### src/common/flash_access_pkg.sv
package flash_access_pkg;

  // ----------------------------------------------------------------
  // widths
  // ----------------------------------------------------------------
  localparam int ADDR_W = 13;
  localparam int WORD_W = 14;
  localparam int FLASH_DEPTH = 8192;

  // ----------------------------------------------------------------
  // control register bit positions (our own layout)
  // ----------------------------------------------------------------
  localparam int CTL_READ_TRIG = 0;
  localparam int CTL_PROG_TRIG = 1;
  localparam int CTL_PROG_ENABLE = 2;
  localparam int CTL_MEM_SELECT = 7;

  // ----------------------------------------------------------------
  // key values and reset values
  // ----------------------------------------------------------------
  localparam logic [7:0] KEY_FIRST = 8'h55;
  localparam logic [7:0] KEY_SECOND = 8'hAA;
  localparam logic [7:0] BYTE_RESET = 8'h00;

  // ----------------------------------------------------------------
  // timing
  // ----------------------------------------------------------------
  localparam int CLOCK_MHZ = 200;
  localparam int CYCLES_PER_INSTR = 4;
  localparam int READ_STALL_INSTR = 2;
  localparam int SETUP_STALL_INSTR = 2;
  localparam int READ_STALL_CYCLES = READ_STALL_INSTR * CYCLES_PER_INSTR;
  localparam int SETUP_STALL_CYCLES = SETUP_STALL_INSTR * CYCLES_PER_INSTR;
  localparam int PROGRAM_TIME_US = 8;
  localparam int PROGRAM_CYCLES_DEFAULT = PROGRAM_TIME_US * CLOCK_MHZ;
  localparam int COUNT_W = 20;

  typedef enum logic [2:0] {
    st_idle,
    st_read,
    st_setup,
    st_program
  } seq_state_t;

  typedef enum logic [1:0] {
    key_none,
    key_got_first,
    key_armed
  } key_state_t;

endpackage

### src/hdl/program_flash_access.sv
`timescale 1ns/1ps
module program_flash_access
  import flash_access_pkg::*;
#(
  parameter int PROGRAM_CYCLES = PROGRAM_CYCLES_DEFAULT
) (
  input wire logic clock,
  input wire logic reset_n,
  input wire logic address_low_write,
  input wire logic address_high_write,
  input wire logic data_low_write,
  input wire logic data_high_write,
  input wire logic control_write,
  input wire logic key_write,
  input wire logic [7:0] write_data,
  input wire logic flash_write_protect_cfg,
  output logic [7:0] address_low_byte,
  output logic [7:0] address_high_byte,
  output logic [7:0] data_low_byte,
  output logic [7:0] data_high_byte,
  output logic [7:0] memory_control_reg,
  output logic core_stall,
  output logic busy,
  output logic [ADDR_W-1:0] flash_address,
  output logic flash_read,
  input wire logic [WORD_W-1:0] flash_read_data,
  output logic flash_program,
  output logic [WORD_W-1:0] flash_write_data
);

  // ----------------------------------------------------------------
  // state
  // ----------------------------------------------------------------
  seq_state_t state;
  key_state_t key_state;
  logic [COUNT_W-1:0] count;
  logic memory_space_select;
  logic program_enable_gate;
  logic protect_sync0;
  logic protect_sync;
  logic read_start;
  logic prog_start;
  logic read_done;
  logic setup_done;
  logic prog_done;
  logic read_busy;
  logic program_busy;

  function automatic logic [COUNT_W-1:0] last_count(input int cycles);
    last_count = COUNT_W'(cycles - 1);
  endfunction

  // true while no read, setup or program phase is running
  function automatic logic is_idle(input seq_state_t s);
    is_idle = s == st_idle;
  endfunction

  // a control byte that asks for a transfer out of program memory
  function automatic logic asks_read(input logic [7:0] b);
    asks_read = b[CTL_READ_TRIG] && b[CTL_MEM_SELECT];
  endfunction

  function automatic logic asks_program(input logic [7:0] b);
    asks_program = b[CTL_PROG_TRIG] && b[CTL_MEM_SELECT];
  endfunction

  function automatic logic [ADDR_W-1:0] word_address(input logic [7:0] high, input logic [7:0] low);
    word_address = {high[ADDR_W-9:0], low};
  endfunction

  function automatic logic [WORD_W-1:0] pack_word(input logic [7:0] high, input logic [7:0] low);
    pack_word = {high[WORD_W-9:0], low};
  endfunction

  // the upper data byte keeps only the six implemented bits
  function automatic logic [7:0] upper_byte(input logic [WORD_W-9:0] bits);
    upper_byte = {2'b00, bits};
  endfunction

  // write protect strap is a pin level, synchronised first
  always_ff @(posedge clock or negedge reset_n) begin
    if (!reset_n) begin
      protect_sync0 <= 1'b0;
      protect_sync <= 1'b0;
    end else begin
      protect_sync0 <= flash_write_protect_cfg;
      protect_sync <= protect_sync0;
    end
  end

  assign read_start = control_write && asks_read(write_data)
                      && is_idle(state);
  // enable must already be set before this write, and the key armed
  assign prog_start = control_write && asks_program(write_data) && program_enable_gate
                      && key_state == key_armed
                      && protect_sync && is_idle(state) && !read_start;
  assign read_done = state == st_read && count == last_count(READ_STALL_CYCLES);
  assign setup_done = state == st_setup && count == last_count(SETUP_STALL_CYCLES);
  assign prog_done = state == st_program && count == last_count(PROGRAM_CYCLES);

  // ----------------------------------------------------------------
  // control bits
  // ----------------------------------------------------------------
  always_ff @(posedge clock or negedge reset_n) begin
    if (!reset_n) begin
      memory_space_select <= 1'b0;
      program_enable_gate <= 1'b0;
    end else if (control_write) begin
      memory_space_select <= write_data[CTL_MEM_SELECT];
      program_enable_gate <= write_data[CTL_PROG_ENABLE];
    end
  end

  // ----------------------------------------------------------------
  // unlock key sequence
  // ----------------------------------------------------------------
  always_ff @(posedge clock or negedge reset_n) begin
    if (!reset_n) begin
      key_state <= key_none;
    end else if (key_write) begin
      if (write_data == KEY_FIRST) begin
        key_state <= key_got_first;
      end else if (write_data == KEY_SECOND && key_state == key_got_first) begin
        key_state <= key_armed;
      end else begin
        key_state <= key_none;
      end
    end else if (control_write || address_low_write || address_high_write
                 || data_low_write || data_high_write) begin
      // any other access breaks the sequence; each word needs a fresh key
      key_state <= key_none;
    end
  end

  // ----------------------------------------------------------------
  // sequencer
  // ----------------------------------------------------------------
  always_ff @(posedge clock or negedge reset_n) begin
    if (!reset_n) begin
      state <= st_idle;
    end else begin
      unique case (state)
        st_idle: begin
          if (read_start) begin
            state <= st_read;
          end else if (prog_start) begin
            state <= st_setup;
          end
        end
        st_read: begin
          if (read_done) begin
            state <= st_idle;
          end
        end
        st_setup: begin
          if (setup_done) begin
            state <= st_program;
          end
        end
        st_program: begin
          // timer only; program enable changes are ignored here
          if (prog_done) begin
            state <= st_idle;
          end
        end
      endcase
    end
  end

  // ----------------------------------------------------------------
  // phase counter
  // ----------------------------------------------------------------
  // restarts at every phase boundary so each phase counts from zero
  always_ff @(posedge clock or negedge reset_n) begin
    if (!reset_n) begin
      count <= '0;
    end else if (is_idle(state) || read_done || setup_done || prog_done) begin
      count <= '0;
    end else begin
      count <= count + 1'b1;
    end
  end

  // core stalls; clock and peripherals are untouched, interrupts queue outside
  assign core_stall = !is_idle(state);
  assign busy = state == st_program;

  // ----------------------------------------------------------------
  // busy flags
  // ----------------------------------------------------------------
  always_ff @(posedge clock or negedge reset_n) begin
    if (!reset_n) begin
      read_busy <= 1'b0;
    end else if (read_start) begin
      read_busy <= 1'b1;
    end else if (read_done) begin
      read_busy <= 1'b0;
    end
  end

  always_ff @(posedge clock or negedge reset_n) begin
    if (!reset_n) begin
      program_busy <= 1'b0;
    end else if (prog_start) begin
      program_busy <= 1'b1;
    end else if (prog_done) begin
      program_busy <= 1'b0;
    end
  end

  // ----------------------------------------------------------------
  // address and data registers
  // ----------------------------------------------------------------
  always_ff @(posedge clock or negedge reset_n) begin
    if (!reset_n) begin
      address_low_byte <= BYTE_RESET;
      address_high_byte <= BYTE_RESET;
    end else begin
      if (address_low_write && state == st_idle) begin
        address_low_byte <= write_data;
      end
      if (address_high_write && state == st_idle) begin
        address_high_byte <= write_data;
      end
    end
  end

  always_ff @(posedge clock or negedge reset_n) begin
    if (!reset_n) begin
      data_low_byte <= BYTE_RESET;
      data_high_byte <= BYTE_RESET;
    end else if (read_done) begin
      data_low_byte <= flash_read_data[7:0];
      data_high_byte <= upper_byte(flash_read_data[WORD_W-1:8]);
    end else if (state == st_idle) begin
      if (data_low_write) begin
        data_low_byte <= write_data;
      end
      if (data_high_write) begin
        data_high_byte <= upper_byte(write_data[WORD_W-9:0]);
      end
    end
  end

  // ----------------------------------------------------------------
  // flash array strobes and status
  // ----------------------------------------------------------------
  always_ff @(posedge clock or negedge reset_n) begin
    if (!reset_n) begin
      flash_address <= '0;
      flash_write_data <= '0;
    end else if (is_idle(state)) begin
      flash_address <= word_address(address_high_byte, address_low_byte);
      flash_write_data <= pack_word(data_high_byte, data_low_byte);
    end
  end

  // read strobe drops on the load edge, so it never outlives the stall
  always_ff @(posedge clock or negedge reset_n) begin
    if (!reset_n) begin
      flash_read <= 1'b0;
    end else begin
      flash_read <= read_start || (read_busy && !read_done);
    end
  end

  always_ff @(posedge clock or negedge reset_n) begin
    if (!reset_n) begin
      flash_program <= 1'b0;
    end else begin
      flash_program <= setup_done || (state == st_program && !prog_done);
    end
  end

  always_comb begin
    memory_control_reg = 8'h00;
    memory_control_reg[CTL_MEM_SELECT] = memory_space_select;
    memory_control_reg[CTL_PROG_ENABLE] = program_enable_gate;
    memory_control_reg[CTL_READ_TRIG] = read_busy;
    memory_control_reg[CTL_PROG_TRIG] = program_busy;
  end

endmodule

### config.mk
export PLATFORM = sky130hd
export DESIGN_NAME = program_flash_access
export DESIGN_NICKNAME = d
export VERILOG_FILES = /design/src/common/flash_access_pkg.sv /design/src/hdl/program_flash_access.sv
export SDC_FILE = /design/constraint.sdc
export NUM_CORES = 1
export LEC_CHECK = 0
export BUFFER_PORTS_ARGS = -buffer_cell sky130_fd_sc_hd__buf_2
export CORE_MARGIN = 2
export CORE_UTILIZATION = 51
export DETAILED_ROUTE_END_ITERATION = 7
export GPL_ROUTABILITY_DRIVEN = 0
export PLACE_DENSITY = 0.77
export SYNTH_ARGS = -nofsm -noshare
export SYNTH_HDL_FRONTEND = slang
export SYNTH_SLANG_ARGS = --single-unit
export TNS_END_PERCENT = 30
### constraint.sdc
create_clock -name clock -period 2.7 [get_ports clock]
set_input_delay 0.81 -clock clock [delete_from_list [all_inputs] [get_ports clock]]
set_output_delay 0.81 -clock clock [all_outputs]
set_load 0.02 [all_outputs]
# Word level (Yosys, flattened, before mapping)
# Cells that the tools add are included.
# word_totals
ff_bits,92
in_bits,31
output_inout_bits,71
# classes
addsub,1
n_eq_ne,13
n_mux,21
n_reduce_logical,41
# ops
cell,n
8-bit 2-to-1 mux,6
20-bit by 1-bit adder with 20-bit output (second input constant),1
20-bit by 11-bit equality test with 1-bit output (second input constant),1
20-bit by 3-bit equality test with 1-bit output (second input constant),1
20-bit 2-to-1 mux,1
1-bit logical AND,18
3-bit 2-to-1 mux,5
3-bit case mux with 4 select lines,1
2-bit nonzero test,6
1-bit logical OR,9
8-bit by 7-bit equality test with 1-bit output (second input constant),1
8-bit equality test (second input constant),1
2-bit 2-to-1 mux,4
3-bit by 2-bit equality test with 1-bit output (second input constant),2
1-bit logical NOT,4
1-bit 2-to-1 mux,4
2-bit inequality test (second input constant),2
2-bit AND reduction,2
4-bit AND reduction,1
3-bit by 1-bit equality test with 1-bit output (second input constant),1
3-bit logical NOT,1
3-bit inequality test (second input constant),1
2-bit by 1-bit equality test with 1-bit output (second input constant),1
2-bit equality test (second input constant),1
2-bit by 1-bit inequality test with 1-bit output (second input constant),1

# Longest topological paths before layout
# Gate-level depths: netlist of the first run.
# depth
word_depth,10
depth_mapped,7
ltp_nobuf,5

# Worst setup path after synthesis of the first run
# No wires, ideal clock.
# synth_path
kind,register to register
start,reg count[9]
end,reg data_high_byte[0]
arrival_time_ns,2.282
t_required_ns,2.575
setup_slack_ns,0.293
stages_incl_launch_ff,8
period_less_slack_ns,2.407
path_cell_list,dfrtp_1 -> buf_6 -> or4_1 -> or3_1 -> or4_1 -> buf_6 -> buf_12 -> mux2_4
# synth_via
elab_chain_cells,4
# synth_rtl
element,line,source
"start, declared",program_flash_access.sv:36,logic [COUNT_W-1:0] count;
"start signal, assigned",program_flash_access.sv:180,count <= count + 1'b1;
20-bit by 3-bit equality test with 1-bit output *,program_flash_access.sv:97,assign read_done = state == st_read && count == last_count(READ_STALL_CYCLES);
1-bit logical AND *,program_flash_access.sv:97,
2-bit nonzero test (no line),--,
2-bit AND reduction (no line),--,
"end signal, assigned",program_flash_access.sv:234,data_high_byte <= upper_byte(flash_read_data[WORD_W-1:8]);
"end signal, assigned",program_flash_access.sv:240,data_high_byte <= upper_byte(write_data[WORD_W-9:0]);
"end, declared",program_flash_access.sv:20,"output logic [7:0] data_high_byte,"
# Mark *: on every way between the ends. The rest lies on a longest branch, timed or not.
# A chain may end at the register's enable or synchronous reset.

# Final worst setup path of the first run
# layout_path
start,reg count[10]
end,reg data_high_byte[2]
# Same word-level chain as after synthesis.

==> results of run 1 <==
-- metrics by stage --
| stage | hold slack (ps) | util | area, sq um | setup WS (ps) |
|---|---|---|---|---|
| 4_1_cts | 360 | 0.615 | 4750 | 309 |
| 3_3_place_gp | 334 | 0.591 | 4570 | 350 |
| 3_5_place_dp | 348 | 0.591 | 4570 | 324 |
| 5_1_grt | 374 | 0.615 | 4750 | 208 |
| 6_report | 357 | 0.615 | 4750 | 309 |
| 2_1_floorplan | 331 | - | 4080 | 293 |
-- worst max-delay path by stage --
stage,to,cells after the start
final,data_high_byte[2],5
after global placement,data_high_byte[5],5
after CTS,data_high_byte[2],5
after detailed placement,data_high_byte[2],5
after global routing,count[1],5
after floorplan,data_high_byte[0],7
-- power by group through the flow --
stage          sequential [uW]  clock [uW]  combinational (uW)
3_5_place_dp              2170           0                2220
6_report                  2140         852                2200
5_1_grt                   2200         937                2360
4_1_cts                   2140         874                2220
3_3_place_gp              2130           0                2160
2_1_floorplan             2670           0                1000
-- routing by layer --
metal | GRT usage | vias up
met2 | 0.313 | 97
met5 | 0 | -
met1 | 0.295 | 1388
li1 | - | 1343
met4 | 0.0760 | 0
met3 | 0.0346 | 4
-- layout by cell type, fill, tap and decap left out, types with 3 or more instances in the layout --
cell type  count
nand2_1       10
inv_6          3
buf_2         94
inv_1          8
mux2_4         6
or4_1          7
dfrtp_1       89
a21oi_1       15
nor3_1         6
nor4_1         7
o2bb2ai_1      3
nand4_1        5
nor2_1         7
nand3_1        8
and2_1         4
buf_4          6
or3_1          5
nand4b_1       3
mux2_2        63
o21ai_0        4
conb_1         6
a22oi_1        6
clkbuf_8       9
and3_1         5
xnor2_1       10
-- layout make-up --
cell class	count	area (sq um)
clock buffer	9	124
tap	102	128
timing repair buffer	101	536
fill	612	2970
inverter	8	30.0
clock inverter	7	62.6
multi-input combinational	204	1650
sequential	89	2230
-- state kept, by name, summed over array words and instances (netlist names), 2 cells and up --
name               cells
key_state              2
flash_write_data      14
data_low_byte          8
data_high_byte         6
address_high_byte      8
state                  2
flash_address         13
address_low_byte       8
count                 20
-- critical path, cell delays in order, from the launching register on --
cell	delay (ps)
dfrtp_1	450
or4_1	550
or3_1	330
or4_1	400
buf_4	230
mux2_4	320
-- logic make-up after synthesis --
group           synth area share
flops                      0.548
simple gates               0.104
mux                        0.197
compound gates            0.0696
buf+inv                   0.0517
xor+xnor                  0.0259
fa+ha+maj                0.00308
other cells             0.000922
==> metrics.yaml, run 1 <==
outcome: "finished clean"
grt_overflow: 0
clock-root-buffer: "clkbuf_8"
critical_path_class: "flip-flop to flip-flop"
crit_arrival_ps: 2620
async_reset_ff_frac: 1.00
clock_sinks: 89
crit_fanout: 16
port-buffer-count: 95
die_area_sq_um: 8700
pwr-share-seq: 0.412
cts_resized: 0
min_path_type: "flip-flop to flip-flop"
yosys-top-cells-count: "dfrtp_1, mux2_2, a21oi_1"
wl_met2_mm: 3.99
grt_use_total: 0.205
cts_tree: "done"
synth_area_sq_um: 4070
ir_drop_v: 0.000690
synth_area_per_cell_sq_um: 12.6
dp.final_hpwl_mm: 6.16
fmax_mhz: 418
drt-initial-drc-count: 159
slew_viol_final: 0
die_h_microns: 93.3
ys_warn_count: 0
drt_wl_total_mm: 8.51
setup_viol: 0
areaGrowthSynthToFinish_pct: 16.9
comb_power_share: 0.424
clk_latency_ps: 350
initial_core_util: 0.526
tns_ps: 0
highest-signal-layer: "met4"
grt_start_max_net_pins: 45
routedLengthMet1_mm: 4.03
maxSlewHeadroom: 0.580
core-area_sq_um: 7730
synth_enable_flop_cells: 0
switching_share: 0.389
n_antenna_cell: 0
layout-drive-gt1-share: 0.455
r2r_end: "data_high_byte[2]"
post_cts_buffers: 0
synth_cells: 323
yosys.area.top_type_share: 0.548
drc: 0
grt_pass1_vias: 2719
hold_buffers: 0
ys_ff_latch: 89
period_minus_slack_ps: 2390
finalCritPeriodShare: 0.886
final_cells: 520
cp.required_ps: 2930
rows: 32
power_density_nw_per_um2: 1090
die_x_microns: 93.3
clkPwrFrac: 0.164
yosysMostFrequentCell: "dfrtp_1"
maxCapViolCount: 0
rsz0062_at_grt: "false"
crit_path_start_kind: "flip-flop"
routedWlPerCell_microns: 16.4
vias: 2832
p_sw_uw: 2020
synth_top_area_cell: "dfrtp_1"
clkTransAtPathRegs_ps: 90
report.final.hold_viol_count: 0
endpoint_kind: "flip-flop"
htreeDepth: 3
final_net_count: 445
clk_path_buf_depth: 2
whs_endpoint: "protect_sync"
r2r-start: "count[10]"
p_int_uw: 3170
hp-start: "protect_sync0"
tightest_slew_ps: 629
synth_area_leaders: "dfrtp_1, mux2_2, mux2_4, xnor2_1, a21oi_1"
synth.distinct_cells: 44
min_path_cells: 0
ys_seq_area_frac: 0.548
antenna_found_initial: 0
reg2reg_slack_ps: 310
via_per_inst: 5.45
grt_pass1_wl_mm: 13.8
dp_cells: 504
antenna_left: 0
wl_met3_microns: 429
startpoint: "count[10]"
finalPower_uw: 5190
first_pass_iters: 6
cts_buffers: 9
p_leak_uw: 0.00217
io_pins: 102
ff2ff_path_depth: 5
skew_ps: 14.4
yosys_most_used_dff: "dfrtp_1"
(Power assumes the default switching activity.)
==> run 2, diff against run 1 <==
--- a/config.mk
+++ b/config.mk
@@ -7,10 +7,9 @@
 export LEC_CHECK = 0
 export BUFFER_PORTS_ARGS = -buffer_cell sky130_fd_sc_hd__buf_2
 export CORE_MARGIN = 2
-export CORE_UTILIZATION = 51
+export CORE_UTILIZATION = 41
 export DETAILED_ROUTE_END_ITERATION = 7
 export GPL_ROUTABILITY_DRIVEN = 0
-export PLACE_DENSITY = 0.77
 export SYNTH_ARGS = -nofsm -noshare
 export SYNTH_HDL_FRONTEND = slang
 export SYNTH_SLANG_ARGS = --single-unit
==> run 2 against run 1 <==
Compared with the run above: clock skew is 1.7 ps lower; sequential share of layout area decreased by 0.58 points; critical path depth unchanged; largest power group unchanged.
==> metrics.yaml, run 2 (same netlist as run 1, synthesis figures left out) <==
final_net_count: 447
cts_buffers: 9
regMostFlops: "count"
htreeDepth: 3
grt_pass1_vias: 2808
report.final.hold_viol_count: 0
reg_top3: "count (20), flash_write_data (14), flash_address (13)"
grt_start_max_net_pins: 38
max_stage_delay_ps: 560
hold_buffers: 0
fin_util: 0.497
min_path_type: "input port to asynchronous set/reset pin"
grt_use_total: 0.175
cts_resized: 0
core-area_sq_um: 9680
routedWlPerCell_microns: 16.2
layout-drive-gt1-share: 0.455
clock-root-buffer: "clkbuf_8"
dp.final_hpwl_mm: 6.55
crit_path_start_kind: "flip-flop"
place_area_sq_um: 4620
die_area_sq_um: 10700
clkTransAtPathRegs_ps: 90
final_cell_area_sq_um: 4810
crit_arrival_ps: 2660
rsz0062_at_grt: "false"
drc: 0
regArea_sq_um: 2230
drt_wl_total_mm: 8.96
largest_register_ffs: 20
maxSlewHeadroom: 0.566
areaGrowthSynthToFinish_pct: 18.4
clk_path_buf_depth: 2
port-buffer-count: 95
p_leak_uw: 0.00219
worst_path_max_delay_cell: "or4_1"
cts_tree: "done"
clk_latency_ps: 360
cp.required_ps: 2950
initial_core_util: 0.420
tightest_slew_ps: 652
antenna_left: 0
critical_path_class: "flip-flop to flip-flop"
vias: 2817
die_h_microns: 104
drt-initial-drc-count: 124
skew_ps: 12.6
n_fill_cell: 872
via_per_inst: 5.09
final_cell_mix: "buf_2, dfrtp_1, mux2_2"
die_x_microns: 104
multi_input_area_sq_um: 1650
cpMostUsedCell: "or4_1"
antenna_found_initial: 0
crit_path_cell_trace: "or4_1, or3_1, or4_1, buf_4, mux2_4"
fmax_mhz: 415
period_minus_slack_ps: 2410
post_cts_buffers: 0
first_pass_iters: 4
outcome: "finished clean"
grt_pass1_wl_mm: 15.0
n_antenna_cell: 0
finalCritPeriodShare: 0.893
slew_viol_final: 0
final_cells: 553
power_density_nw_per_um2: 1090
io_pins: 102
rows: 36
maxCapViolCount: 0
mostFrequentLayoutCell: "buf_2"
grt_overflow: 0
endpoint_kind: "flip-flop"
tns_ps: 0
crit_fanout: 9
ir_drop_v: 0.000570
dp_cells: 537
clock_sinks: 89
setup_viol: 0
run 2: where the power goes:
part           internal, uW  switching (uW)
combinational          1000            1200
clock                   432             479
sequential             1830             304
run 2: worst max-delay path: cells and delay by family, from the launching register on:
family	cells	cell delay (ps)
DFF	1	450
buffers and inverters	1	210
muxes	1	300
and+or+nand+nor	3	1350
run 2: through the flow:
step	setup WS, ps	total power (uW)	hold slack, ps
3_3_place_gp	303	4340	355
6_report	289	5250	381
5_1_grt	196	5580	389
4_1_cts	291	5320	383
2_1_floorplan	293	3670	331
3_5_place_dp	300	4400	370
run 2: metal layers:
layer / track usage / routed length, microns
met1: 0.246 / 4310
met4: 0.0492 / 100
met3: 0.0403 / 427
met2: 0.273 / 4120
met5: 0 / 0
run 2: layout make-up:
class                   instances  area share
repair buffers                103       0.114
clock inverters                 6      0.0135
well taps                     133      0.0346
multi-input cells             204       0.342
flip-flops and latches         89       0.463
clock buffers                  10      0.0265
inverters                       8     0.00624
run 2: worst paths after layout:
check / startpoint / depth (start not counted) / slack, ps / to
worst min-delay path: reset_n / 1 / 380 / flash_write_data[7]
min in group clock: protect_sync0 / 0 / 380 / protect_sync
worst max register to register: count[10] / 5 / 290 / data_high_byte[2]
worst max-delay path: count[10] / 5 / 290 / data_high_byte[2]
max in group asynchronous: reset_n / 2 / 1660 / flash_write_data[8]
worst min register to register: protect_sync0 / 0 / 380 / protect_sync
